[config.mk]
export PLATFORM = sky130hd
export DESIGN_NAME = alic_top
export DESIGN_NICKNAME = d
export VERILOG_FILES = /design/src/alic_pkg.sv /design/src/alic_top.sv /design/src/alic_limit_chk.sv
export SDC_FILE = /design/constraint.sdc
export NUM_CORES = 1
export LEC_CHECK = 0
export ABC_CLOCK_PERIOD_IN_PS = 14800
export BUFFER_PORTS_ARGS = -buffer_cell sky130_fd_sc_hd__buf_2
export CAP_MARGIN = 5
export CORE_MARGIN = 2
export CORE_UTILIZATION = 40
export CTS_CLUSTER_DIAMETER = 200
export DETAILED_ROUTE_END_ITERATION = 8
export HOLD_SLACK_MARGIN = 0.08
export PLACE_DENSITY = 0.62
export SKIP_LAST_GASP = 1
export SLEW_MARGIN = 40
export SYNTH_ARGS = -nofsm -noshare
export SYNTH_HDL_FRONTEND = slang
export SYNTH_HIERARCHICAL = 1
export SYNTH_SLANG_ARGS = --single-unit
[constraint.sdc]
create_clock -name pclk -period 14.8 [get_ports pclk]
set_clock_uncertainty 0.05 [all_clocks]
set_input_delay 2.96 -clock pclk [delete_from_list [all_inputs] [get_ports pclk]]
set_output_delay 2.96 -clock pclk [all_outputs]
set_load 0.01 [all_outputs]
[src/alic_pkg.sv]
/*
 * Shared constants for the analogue input limit checker: register map,
 * field positions, reset values, range tables and value helpers.
 * Assumes samples arrive as signed 16-bit counts of hundredths of the
 * channel unit (V or mA).
 */
package alic_pkg;

    // ----------------------------------------------------------------
    // Sizes
    // ----------------------------------------------------------------
    localparam int NCH = 4;
    localparam int VW = 16;
    localparam int RW = 3;
    localparam int STW = 12;

    // ----------------------------------------------------------------
    // Register offsets (byte addresses)
    // ----------------------------------------------------------------
    localparam logic [7:0] OFF_CTRL = 8'h00;
    localparam logic [7:0] OFF_RANGE = 8'h04;
    localparam logic [7:0] OFF_LIMEN = 8'h08;
    localparam logic [7:0] OFF_STATUS = 8'h0C;
    localparam logic [7:0] OFF_CLEAR = 8'h10;
    localparam logic [7:0] OFF_IRQEN = 8'h14;
    localparam logic [7:0] OFF_UPLIM = 8'h20;
    localparam logic [7:0] OFF_LOLIM = 8'h30;
    localparam logic [7:0] OFF_DATA = 8'h40;
    localparam logic [7:0] ARR_MASK = 8'h0C;

    // ----------------------------------------------------------------
    // Fields and reset values
    // ----------------------------------------------------------------
    localparam int CTRL_SHORT_EN = 0;
    localparam int CTRL_OVR_EN = 1;
    localparam int CTRL_UDR_EN = 2;
    localparam int CTRL_FMT_LSB = 4;
    localparam logic [5:0] CTRL_RST = 6'h07;
    localparam logic [11:0] RANGE_RST = 12'h000;
    localparam int LIMEN_UP_LSB = 0;
    localparam int LIMEN_LO_LSB = 4;
    localparam logic [7:0] LIMEN_RST = 8'h00;
    localparam logic [15:0] LIM_RST = 16'h0000;
    localparam int ST_SHORT = 0;
    localparam int ST_OVR = 1;
    localparam int ST_UDR = 2;
    localparam int ST_UP_LSB = 4;
    localparam int ST_LO_LSB = 8;
    localparam logic [11:0] STATUS_RST = 12'h000;
    localparam logic [11:0] IRQEN_RST = 12'h000;
    localparam logic [1:0] FMT_OFFSET = 2'h0;
    localparam logic [1:0] FMT_SIGNMAG = 2'h1;
    localparam logic [1:0] FMT_TWOS = 2'h2;
    localparam logic [15:0] SIGN_BIT = 16'h8000;

    typedef logic signed [16:0] alic_val_t;

    // ----------------------------------------------------------------
    // Per-range tables, hundredths, indexed by range code 0..7
    // ----------------------------------------------------------------
    // Codes: +-10V, +-5V, +-20mA, 0-10V, 0-5V, 1-5V, 0-20mA, 4-20mA
    localparam alic_val_t EXT_LO [8] = '{-17'sh41A, -17'sh20D, -17'sh834,
        17'sh000, 17'sh000, 17'sh04B, 17'sh000, 17'sh12C};
    localparam alic_val_t EXT_HI [8] = '{17'sh41A, 17'sh20D, 17'sh834,
        17'sh41A, 17'sh20D, 17'sh20D, 17'sh834, 17'sh834};
    localparam alic_val_t GAP [8] = '{17'sh005, 17'sh003, 17'sh00A,
        17'sh005, 17'sh003, 17'sh003, 17'sh00A, 17'sh00A};
    // Nominal span edge plus half a percent of span
    localparam alic_val_t OVR_HI [8] = '{17'sh3F2, 17'sh1F9, 17'sh7E4,
        17'sh3ED, 17'sh1F6, 17'sh1F6, 17'sh7DA, 17'sh7D8};
    localparam alic_val_t UDR_LO [8] = '{-17'sh3F2, -17'sh1F9, -17'sh7E4,
        -17'sh005, -17'sh002, 17'sh062, -17'sh00A, 17'sh188};

    // ----------------------------------------------------------------
    // Helpers
    // ----------------------------------------------------------------
    // Sign bit plus magnitude in hundredths
    function automatic alic_val_t alic_sm_decode(input logic [15:0] code);
        alic_val_t mag;
        mag = alic_val_t'({2'b00, code[14:0]});
        return code[15] ? -mag : mag;
    endfunction : alic_sm_decode

    function automatic alic_val_t alic_clamp(input alic_val_t v,
                                             input alic_val_t lo,
                                             input alic_val_t hi);
        return (v < lo) ? lo : ((v > hi) ? hi : v);
    endfunction : alic_clamp

    // Unused format code falls back to offset binary
    function automatic logic [15:0] alic_format(input logic [15:0] v,
                                                input logic [1:0] f);
        logic [15:0] mag;
        mag = v[15] ? -v : v;
        case (f)
            FMT_SIGNMAG: return {v[15], mag[14:0]};
            FMT_TWOS: return v;
            default: return v ^ SIGN_BIT;
        endcase
    endfunction : alic_format

endpackage : alic_pkg

[src/alic_top.sv]
/*
 * Analogue input limit checker: APB register file, sample store,
 * data formatting, sticky error status and interrupt.
 * Assumes an APB master on pclk and samples synchronous to pclk.
 */
`timescale 1ns/10ps

// Notes on behaviour
// - Supply short raises error when enabled
// - Data format offset, sign-magnitude, two's
// - Flag over/under range beyond half percent
// - Upper user limit error when enabled
// - Lower user limit error when enabled
// - Limit MSB set means negative magnitude
module alic_top (
    input wire logic pclk, // Bus clock, 20 MHz
    input wire logic presetn, // Async reset, low active
    input wire logic ce, // Clock enable, freezes state
    input wire logic psel, // APB select
    input wire logic penable, // APB enable
    input wire logic pwrite, // APB direction
    input wire logic [7:0] paddr, // APB byte address
    input wire logic [31:0] pwdata, // APB write data
    output logic [31:0] prdata, // APB read data
    output logic pready, // APB ready
    output logic pslverr, // APB error, unmapped
    input wire logic sample_valid, // New sample set
    input wire logic [63:0] sample_data, // Four signed samples
    input wire logic supply_short, // Sensor supply short level
    output logic irq // Interrupt level
);
    localparam int NCH = alic_pkg::NCH;
    localparam int VW = alic_pkg::VW;
    localparam int RW = alic_pkg::RW;
    localparam int STW = alic_pkg::STW;

    logic [5:0] ctrl;
    logic [11:0] rng;
    logic [7:0] limen;
    logic [11:0] status;
    logic [11:0] irqen;
    logic [15:0] up_lim [NCH];
    logic [15:0] lo_lim [NCH];
    logic [15:0] smp [NCH];

    // ----------------------------------------------------------------
    // Address decode
    // ----------------------------------------------------------------
    function automatic logic reg_hit(input logic [7:0] a,
                                     input logic [7:0] base,
                                     input logic [7:0] mask);
        return (a & ~mask) == base;
    endfunction : reg_hit

    logic acc_phase;
    logic wr_en;
    logic [1:0] ch;
    logic hit_ctrl;
    logic hit_range;
    logic hit_limen;
    logic hit_status;
    logic hit_clear;
    logic hit_irqen;
    logic hit_up;
    logic hit_lo;
    logic hit_data;
    logic hit_any;
    logic [1:0] fmt;
    logic [15:0] raw_sel;
    logic [31:0] rd_word;

    // Answer one cycle into the access phase
    assign acc_phase = psel && penable && !pready;
    // Writes land only at the edge where pready is sampled high
    assign wr_en = psel && penable && pready && pwrite;
    assign ch = paddr[3:2];
    assign hit_ctrl = reg_hit(paddr, alic_pkg::OFF_CTRL, 8'h00);
    assign hit_range = reg_hit(paddr, alic_pkg::OFF_RANGE, 8'h00);
    assign hit_limen = reg_hit(paddr, alic_pkg::OFF_LIMEN, 8'h00);
    assign hit_status = reg_hit(paddr, alic_pkg::OFF_STATUS, 8'h00);
    assign hit_clear = reg_hit(paddr, alic_pkg::OFF_CLEAR, 8'h00);
    assign hit_irqen = reg_hit(paddr, alic_pkg::OFF_IRQEN, 8'h00);
    assign hit_up = reg_hit(paddr, alic_pkg::OFF_UPLIM, alic_pkg::ARR_MASK);
    assign hit_lo = reg_hit(paddr, alic_pkg::OFF_LOLIM, alic_pkg::ARR_MASK);
    assign hit_data = reg_hit(paddr, alic_pkg::OFF_DATA, alic_pkg::ARR_MASK);
    assign hit_any = hit_ctrl || hit_range || hit_limen || hit_status ||
                     hit_clear || hit_irqen || hit_up || hit_lo || hit_data;
    assign fmt = ctrl[alic_pkg::CTRL_FMT_LSB +: 2];
    assign raw_sel = smp[ch];

    // ----------------------------------------------------------------
    // Read selection
    // ----------------------------------------------------------------
    // Clear register is write-only and reads as zero
    assign rd_word = hit_ctrl ? 32'(ctrl) :
                     hit_range ? 32'(rng) :
                     hit_limen ? 32'(limen) :
                     hit_status ? 32'(status) :
                     hit_irqen ? 32'(irqen) :
                     hit_up ? 32'(up_lim[ch]) :
                     hit_lo ? 32'(lo_lim[ch]) :
                     hit_data ? 32'(alic_pkg::alic_format(raw_sel, fmt)) :
                     32'h0000_0000;

    // Bus answer, fixed one wait state
    // Data and error latch together with pready
    always_ff @(posedge pclk or negedge presetn) begin
        if (!presetn) begin
            pready <= 1'b0;
            prdata <= 32'h0000_0000;
            pslverr <= 1'b0;
        end else if (ce) begin
            pready <= acc_phase;
            if (acc_phase) begin
                prdata <= rd_word;
                pslverr <= !hit_any;
            end
        end
    end

    // ----------------------------------------------------------------
    // Configuration registers
    // ----------------------------------------------------------------
    // Unit-wide enables default on, user limit checks default off
    always_ff @(posedge pclk or negedge presetn) begin
        if (!presetn) begin
            ctrl <= alic_pkg::CTRL_RST;
            rng <= alic_pkg::RANGE_RST;
            limen <= alic_pkg::LIMEN_RST;
            irqen <= alic_pkg::IRQEN_RST;
        end else if (ce && wr_en) begin
            if (hit_ctrl) ctrl <= pwdata[5:0];
            if (hit_range) rng <= pwdata[11:0];
            if (hit_limen) limen <= pwdata[7:0];
            if (hit_irqen) irqen <= pwdata[STW-1:0];
        end
    end

    // Limit codes stored as written; band applied at use
    always_ff @(posedge pclk or negedge presetn) begin
        if (!presetn) begin
            for (int i = 0; i < NCH; i++) begin
                up_lim[i] <= alic_pkg::LIM_RST;
                lo_lim[i] <= alic_pkg::LIM_RST;
            end
        end else if (ce && wr_en) begin
            if (hit_up) up_lim[ch] <= pwdata[15:0];
            if (hit_lo) lo_lim[ch] <= pwdata[15:0];
        end
    end

    // ----------------------------------------------------------------
    // Sample store and channel checks
    // ----------------------------------------------------------------
    // Raw copy kept; a format change applies at next read
    always_ff @(posedge pclk or negedge presetn) begin
        if (!presetn) begin
            for (int i = 0; i < NCH; i++) begin
                smp[i] <= 16'h0000;
            end
        end else if (ce && sample_valid) begin
            for (int i = 0; i < NCH; i++) begin
                smp[i] <= sample_data[i*VW +: VW];
            end
        end
    end

    logic [NCH-1:0] up_hit;
    logic [NCH-1:0] lo_hit;
    logic [NCH-1:0] ovr_hit;
    logic [NCH-1:0] udr_hit;

    // Checks look at the incoming sample, not the stored copy
    // so an error lands on the same edge as its sample
    genvar g;
    generate
        for (g = 0; g < NCH; g++) begin : gen_chk
            alic_limit_chk u_chk (
                .rng(rng[g*RW +: RW]),
                .smp(sample_data[g*VW +: VW]),
                .up_code(up_lim[g]),
                .lo_code(lo_lim[g]),
                .up_hit(up_hit[g]),
                .lo_hit(lo_hit[g]),
                .ovr_hit(ovr_hit[g]),
                .udr_hit(udr_hit[g])
            );
        end
    endgenerate

    // ----------------------------------------------------------------
    // Events, sticky status and interrupt
    // ----------------------------------------------------------------
    logic [STW-1:0] ev;
    logic [STW-1:0] clr;
    logic [STW-1:0] next_status;
    logic irq_any;

    assign ev[alic_pkg::ST_SHORT] =
        ctrl[alic_pkg::CTRL_SHORT_EN] && supply_short;
    assign ev[alic_pkg::ST_OVR] =
        ctrl[alic_pkg::CTRL_OVR_EN] && sample_valid && (|ovr_hit);
    assign ev[alic_pkg::ST_UDR] =
        ctrl[alic_pkg::CTRL_UDR_EN] && sample_valid && (|udr_hit);
    assign ev[3] = 1'b0;
    assign ev[alic_pkg::ST_UP_LSB +: NCH] = sample_valid ?
        (up_hit & limen[alic_pkg::LIMEN_UP_LSB +: NCH]) : '0;
    assign ev[alic_pkg::ST_LO_LSB +: NCH] = sample_valid ?
        (lo_hit & limen[alic_pkg::LIMEN_LO_LSB +: NCH]) : '0;
    assign clr = (wr_en && hit_clear) ? pwdata[STW-1:0] : '0;
    // A new event beats a clear in the same cycle
    assign next_status = (status & ~clr) | ev;
    assign irq_any = |(status & irqen);

    // Interrupt trails status by one edge
    always_ff @(posedge pclk or negedge presetn) begin
        if (!presetn) begin
            status <= alic_pkg::STATUS_RST;
            irq <= 1'b0;
        end else if (ce) begin
            status <= next_status;
            irq <= irq_any;
        end
    end
endmodule : alic_top

[src/alic_limit_chk.sv]
/*
 * One channel's range and user limit comparison, purely combinational.
 * Assumes range code, limit codes and sample come from the register
 * file and the sample port of the parent.
 */
`timescale 1ns/10ps
module alic_limit_chk (
    input wire logic [2:0] rng, // Range code
    input wire logic [15:0] smp, // Sample, signed hundredths
    input wire logic [15:0] up_code, // Upper limit, sign-magnitude
    input wire logic [15:0] lo_code, // Lower limit, sign-magnitude
    output logic up_hit, // Above upper limit
    output logic lo_hit, // Below lower limit
    output logic ovr_hit, // Over range
    output logic udr_hit // Under range
);
    alic_pkg::alic_val_t v;
    alic_pkg::alic_val_t up_raw;
    alic_pkg::alic_val_t lo_raw;
    alic_pkg::alic_val_t up_lim;
    alic_pkg::alic_val_t lo_lim;

    // ----------------------------------------------------------------
    // Limit decode and band clamp
    // ----------------------------------------------------------------
    assign v = alic_pkg::alic_val_t'({smp[15], smp});
    assign up_raw = alic_pkg::alic_sm_decode(up_code);
    assign lo_raw = alic_pkg::alic_sm_decode(lo_code);
    assign up_lim = alic_pkg::alic_clamp(up_raw,
        alic_pkg::EXT_LO[rng] + alic_pkg::GAP[rng], alic_pkg::EXT_HI[rng]);
    assign lo_lim = alic_pkg::alic_clamp(lo_raw,
        alic_pkg::EXT_LO[rng], alic_pkg::EXT_HI[rng] - alic_pkg::GAP[rng]);

    // ----------------------------------------------------------------
    // Comparisons
    // ----------------------------------------------------------------
    // strictly above upper
    assign up_hit = v > up_lim;
    assign lo_hit = v < lo_lim;
    assign ovr_hit = v > alic_pkg::OVR_HI[rng];
    assign udr_hit = v < alic_pkg::UDR_LO[rng];

endmodule : alic_limit_chk

==> impl_metrics.yaml, run 1 <==
finish:
  layout_commonest_cell: "ha_1"
  multi_input_area_sq_mm: 0.02367
  syn_to_final_growth_pct: 7.987
  mostFrequentLayoutCells: "536 x ha_1, 266 x mux2_2, 257 x dfrtp_1"
  regArea_sq_mm: 0.006536
  final_area_sq_mm: 0.03390
  fill_cells: 7745
  final_util_pct: 43.69
  final_layout_size_suffix_gt1_share_pct: 16.93
  final_net_count: 4137
timing:
  rsz0062_at_grt: "false"
  max-slew-margin-rel_pct: 43.50
  setup_tns_ps: 0
  fin_crit_ps: 8188
  max_freq_mhz: 122.1
  fin_crit_sh_pct: 55.32
  drv_slew: 0
  final-hold-violation-count: 0
  worstMarginPinSlew_ps: 838.6
  fin_hold_ws_ps: 435.8
  setup_viol: 0
worst_hold_path:
  holdPathStages: 2
  hp-class: "flip-flop to flip-flop"
  hold_start: "prdata[15]$_DFFE_PN0P_"
worst_setup_path:
  worstPathRequired_ps: 15270
  start_kind: "flip-flop"
  critPathKind: "flip-flop to flip-flop"
  worstSetupEndpointType: "flip-flop"
  slowest_stage: "o21a_1"
  cp_top_family: "compound AO/OA/AOI/OAI gates"
  cp.arrival_ps: 8660
  worst-path-buf-inv: 2
  cp.depth: 26
  cpMostUsedCell: "ha_1"
  r2r-start: "rng[1]$_DFFE_PN0P_"
  max_stage_delay_ps: 680
  reg2reg_depth: 26
  crit_fanout: 17
  critPathLaunch: "rng[1]$_DFFE_PN0P_"
placed_design:
  place_hpwl_um: 89750
  io_buffers: 114
  placed_area_sq_mm: 0.03290
  gp_congestion: 0.9864
power:
  comb_power_share_pct: 17.5
  p_clk_share_pct: 40.0
  switching_power_uw: 558.9
  power_frac_seq_pct: 42.5
  switching_share_pct: 30.20
  peakVddDrop_v: 0.00006470
  power_density_mw_per_mm2: 54.59
  p_leak_uw: 0.01653
  p_int_uw: 1292
clock_network:
  h-tree-depth: 1
  clk_pin_slew_worst_paths_ps: 60
  cts.sinks: 261
  cts_tree: "done"
  post_cts_buffers: 0
  ctsResizeCount: 0
  cts_inserted_buffers: 28
  cts_root_buf: "clkbuf_16"
  clk_latency_ps: 580
  hold_buffers: 0
  clockBufferDepth: 3
grt:
  antenna_found_initial: 8
  grt_pass1_vias: 26400
  grt_max_degree: 72
  gr-usage-all-layers_pct: 27.04
  grt_pass1_wl_um: 167700
  grt-ovfl-total: 0
drt:
  drtAntennaViolNets: 0
  drt_iter0_markers: 2550
  routed_wl_um: 112300
  drc: 0
  viasPerCell: 6.143
  via_count: 27910
  firstDrtPassIters: 9
  wl_per_cell_um: 24.73
logic_synthesis:
  syn_area_sq_mm: 0.03139
  syn-instance-count: 3421
  yosysWarnings: 6
  synth_top_area_cell: "ha_1"
  synth.distinct_cells: 111
  synth_ff_type: "dfrtp_1"
  async_reset_ff_share_pct: 100.0
  yosysSeqAreaShare_pct: 20.82
  ys_seq_elements: 261
  synth_top_area_share_pct: 21.36
  synth_edf_count: 0
  synth_area_leaders: "ha_1 21%, dfrtp_1 21%, mux2_2 9.5%"
  syn_avg_cell_area_sq_um: 9.177
floorplan:
  chipHeight_um: 284.2
  ios: 147
  start_util_pct: 40.46
  rows: 102
  die_area_sq_mm: 0.08074
  dieWidth_um: 284.2
  core_area_sq_mm: 0.07759
run_status:
  outcome: "finished, final reports clean"
job:
  cap_violations: 0
## logic make-up after synthesis
family	synth area share, %
mux	15.34
buf+inv	4.376
compound gates	19.05
simple gates	14.28
fa+ha+maj	21.94
xor+xnor	4.157
flops	20.82
other cells	0.04781
## tightest hold or removal path: stages (launching register included)
cell and delay, ps:
dfrtp_1 340, nand2_1 40, o21ai_0 60
## layer usage
layer | share of wire [%] | GRT usage, % | wire length (um)
met5 | 0.030 | 0 | 34
met2 | 45 | 43.55 | 50140
met3 | 6.7 | 2.833 | 7546
met1 | 43 | 36.18 | 48170
met4 | 5.7 | 13.09 | 6451
## synth_stat cells (24+ instances only)
master,count
nand2_1,248
nand3_1,56
o21a_1,53
clkbuf_1,90
inv_1,163
nor2_1,160
xor2_1,25
nor2b_1,49
and3_1,24
nand4_1,68
a31oi_1,36
nor3_1,59
dfrtp_1,258
o31ai_1,40
a21oi_1,197
a21o_1,84
o21ai_0,197
a211oi_1,35
o211ai_1,24
nor4_1,27
nand2b_1,41
mux2_2,266
xnor2_1,124
mux2i_1,64
mux4_2,51
ha_1,536
## state kept, by name (all words and copies together) (netlist names)
signal / flops
ctrl: 6
irq: 1
irqen: 12
limen: 8
lo_lim: 64
prdata: 16
pready: 1
pslverr: 1
rng: 12
smp: 64
status: 12
up_lim: 64
## worst paths after layout
path,slack [ps],end
min in group asynchronous,2290,rng[5]$_DFFE_PN0P_
max in group asynchronous,10800,smp[2]$_DFFE_PN0P_
min,440,prdata[15]$_DFFE_PN0P_
max,6610,status[8]$_DFFE_PN0P_
min reg2reg,440,prdata[15]$_DFFE_PN0P_
max reg2reg,6610,status[8]$_DFFE_PN0P_
## layout make-up
type / count / area share, %
flip-flops and latches: 261 / 19.28
clock inverters: 12 / 0.4207
well taps: 1040 / 3.838
clock buffers: 40 / 2.406
diodes: 1 / 0.007381
multi-input cells: 2881 / 69.83
inverters: 170 / 1.882
repair buffers: 138 / 2.333
## metrics by stage
step	power (uW)	std cells	setup slack (ps)
global route	1910	4542	6088
detailed placement	1115	4489	6802
global placement	1111	4489	6841
floorplan	966.5	3457	8187
finish	1851	4543	6612
CTS	1848	4541	6739
## power by group through the flow
stage | logic, uW | registers (uW) | clock network [uW]
after CTS | 320 | 783 | 744
final | 324 | 787 | 740
after detailed placement | 319 | 796 | 0
after global routing | 352 | 787 | 771
after global placement | 316 | 795 | 0
after floorplan | 192 | 774 | 0
Note: power is estimated with default switching activity, not from simulation.
==> run 2, diff against run 1 <==
--- a/config.mk
+++ b/config.mk
@@ -5,7 +5,8 @@
 export SDC_FILE = /design/constraint.sdc
 export NUM_CORES = 1
 export LEC_CHECK = 0
-export ABC_CLOCK_PERIOD_IN_PS = 14800
+export ABC_AREA = 1
+export ABC_CLOCK_PERIOD_IN_PS = 7200
 export BUFFER_PORTS_ARGS = -buffer_cell sky130_fd_sc_hd__buf_2
 export CAP_MARGIN = 5
 export CORE_MARGIN = 2
@@ -13,7 +14,7 @@
 export CTS_CLUSTER_DIAMETER = 200
 export DETAILED_ROUTE_END_ITERATION = 8
 export HOLD_SLACK_MARGIN = 0.08
-export PLACE_DENSITY = 0.62
+export PLACE_DENSITY = 0.64
 export SKIP_LAST_GASP = 1
 export SLEW_MARGIN = 40
 export SYNTH_ARGS = -nofsm -noshare
==> constraint.sdc (replaced) <==
create_clock -name pclk -period 7.2 [get_ports pclk]
set_clock_uncertainty 0.05 [all_clocks]
set_input_delay 1.44 -clock pclk [delete_from_list [all_inputs] [get_ports pclk]]
set_output_delay 1.44 -clock pclk [all_outputs]
set_load 0.01 [all_outputs]
==> impl_metrics.yaml, run 2 <==
run_status:
  outcome: "finished, final reports clean"
timing:
  max-slew-margin-rel_pct: 44.98
  setup_viol: 0
  final-hold-violation-count: 0
  rsz0062_at_grt: "false"
  drv_slew: 0
  fin_crit_sh_pct: 91.14
  worstMarginPinSlew_ps: 825.3
  fin_crit_ps: 6562
  setup_tns_ps: 0
  timing.final.ws_setup_ps: 638.1
  max_freq_mhz: 152.4
power:
  peakVddDrop_v: 0.0001849
  power_density_mw_per_mm2: 112.0
  p_leak_uw: 0.01821
drt:
  drtAntennaViolNets: 0
  firstDrtPassIters: 7
  wl_per_cell_um: 19.66
  viasPerCell: 5.504
  drt_iter0_markers: 3011
  via_count: 32030
  drc: 0
  routed_wl_um: 114400
job:
  cap_violations: 0
logic_synthesis:
  yosysSeqAreaShare_pct: 20.44
  synth_top_family_by_area: "simple AND/OR/NAND/NOR gates"
  synth-xor-area-share_pct: 3.167
  synth_top_area_share_pct: 20.98
  ys_seq_elements: 261
  async_reset_ff_share_pct: 100.0
  synthMuxAreaShare_pct: 2.004
  yosysWarnings: 6
  synth_most_common_cell: "nand2_1"
  synth_ff_type: "dfrtp_1"
  synth_area_leaders: "ha_1 21%, dfrtp_1 20%, nand2_1 15%"
  synth.distinct_cells: 70
  syn_area_sq_mm: 0.03197
  syn_avg_cell_area_sq_um: 6.839
  synth_common_cells: "1276 x nand2_1, 536 x ha_1, 501 x inv_1"
  yosys.area_share.simple_pct: 28.24
  synth_compound_area_share_pct: 15.82
  synth_top_area_cell: "ha_1"
  syn-instance-count: 4674
  yosys.area_share.adder_pct: 21.54
  synth_edf_count: 0
worst_setup_path:
  cpMostUsedCell: "o21ai_0"
  max_stage_delay_ps: 520
  slowest_stage: "dfrtp_1"
  cp.arrival_ps: 7010
  start_kind: "flip-flop"
  crit_fanout: 17
  worstSetupEndpointType: "flip-flop"
  worstPathRequired_ps: 7650
  critPathKind: "flip-flop to flip-flop"
floorplan:
  dieWidth_um: 286.7
  rows: 103
  die_area_sq_mm: 0.08219
  chipHeight_um: 286.7
  start_util_pct: 40.46
  ios: 147
  core_area_sq_mm: 0.07900
finish:
  mostFrequentLayoutCells: "1273 x nand2_1, 536 x ha_1, 500 x inv_1"
  layout_commonest_cell: "nand2_1"
  final_layout_size_suffix_gt1_share_pct: 9.226
  insertedDiodeCount: 0
  reg_top3: "lo_lim: 64 flops, smp: 64 flops, up_lim: 64 flops"
  final_net_count: 5404
  final_util_pct: 43.91
  syn_to_final_growth_pct: 8.513
grt:
  grt-ovfl-total: 0
  grt_max_degree: 148
  antenna_found_initial: 3
  gr-usage-all-layers_pct: 27.45
  grt_pass1_wl_um: 175200
  grt_pass1_vias: 29570
clock_network:
  cts_tree: "done"
  h-tree-depth: 1
  cts_inserted_buffers: 29
  post_cts_buffers: 0
  clk_pin_slew_worst_paths_ps: 60
  cts_root_buf: "clkbuf_16"
  clockBufferDepth: 3
  clk_latency_ps: 590
  cts.sinks: 261
  hold_buffers: 0
placed_design:
  io_buffers: 114
  place_hpwl_um: 92310
  dpl_worst_slack_ps: 682.7
  gp_congestion: 1.022
worst_hold_path:
  hp-class: "flip-flop to flip-flop"
==> run 2: cell type report <==
| class | instances | area, sq um |
|---|---|---|
| clock inverter | 9 | 171.4 |
| clock buffer | 44 | 862.1 |
| tap | 1050 | 1314 |
| timing repair buffer | 155 | 944.7 |
| fill | 8232 | 44310 |
| multi-input combinational | 3765 | 22840 |
| inverter | 534 | 2011 |
| timing repair inverter | 1 | 5.005 |
| sequential | 261 | 6536 |
==> run 2: layer usage <==
metal	vias up	share of wire [%]	GRT usage, %
met5	-	0.030	0
met4	4	4.2	9.908
met3	205	7.4	3.203
met2	1193	43	42.61
met1	14840	46	39.06
li1	15780	-	-
==> run 2: cells by family after synthesis <==
group / count (synthesis)
AOI/OAI and AO/OA: 903
DFF: 261
muxes: 57
buffers and inverters: 684
xor gates and xnor gates: 113
and+or+nand+nor: 2107
adders and majority gates: 545
other: 4
==> run 2: per-stage QoR <==
step,hold WS (ps),cells,power (uW),area (sq um)
floorplan,403.0,4710,1987,32100
global placement,413.7,5763,2271,33520
detailed placement,410.4,5764,2285,33610
CTS,427.7,5817,3889,34640
global route,443.6,5819,4043,34690
finish,427.5,5819,3886,34690
==> run 2: report_power, final <==
part           leakage (uW)  total [uW]  switching (uW)  internal [uW]
combinational        0.0142         695             470            225
sequential          0.00347        1580            51.8           1530
clock              0.000500        1610             638            971
total                0.0182        3890            1160           2730
==> run 2: final timing paths <==
path                                  startpoint                     end  slack, ps  cells after the start
setup / recovery              rng[9]$_DFFE_PN0P_   status[7]$_DFFE_PN0P_        640                     30
max in group asynchronous                presetn     smp[33]$_DFFE_PN0P_       5240                      3
min in group asynchronous                presetn  prdata[11]$_DFFE_PN0P_        710                      1
setup reg to reg              rng[9]$_DFFE_PN0P_   status[7]$_DFFE_PN0P_        640                     30
hold reg to reg            prdata[9]$_DFFE_PN0P_   prdata[9]$_DFFE_PN0P_        430                      2
hold / removal             prdata[9]$_DFFE_PN0P_   prdata[9]$_DFFE_PN0P_        430                      2
==> run 2: worst max-delay path, delay by kind of cell (launching register included) <==
family                     cells  cell delay (ps)
DFF                            1              520
AOI/OAI and AO/OA             12             1990
and+or+nand+nor                9             1500
adders and majority gates      4             1140
buffers and inverters          4             1030
xor gates and xnor gates       1              230
==> run 2: repair_timing <==
item | 4_1_cts | 5_1_grt
endpoints found under the hold margin | 0 | 0
endpoints found under the setup margin | 0 | 2
resized for setup | 0 | 2
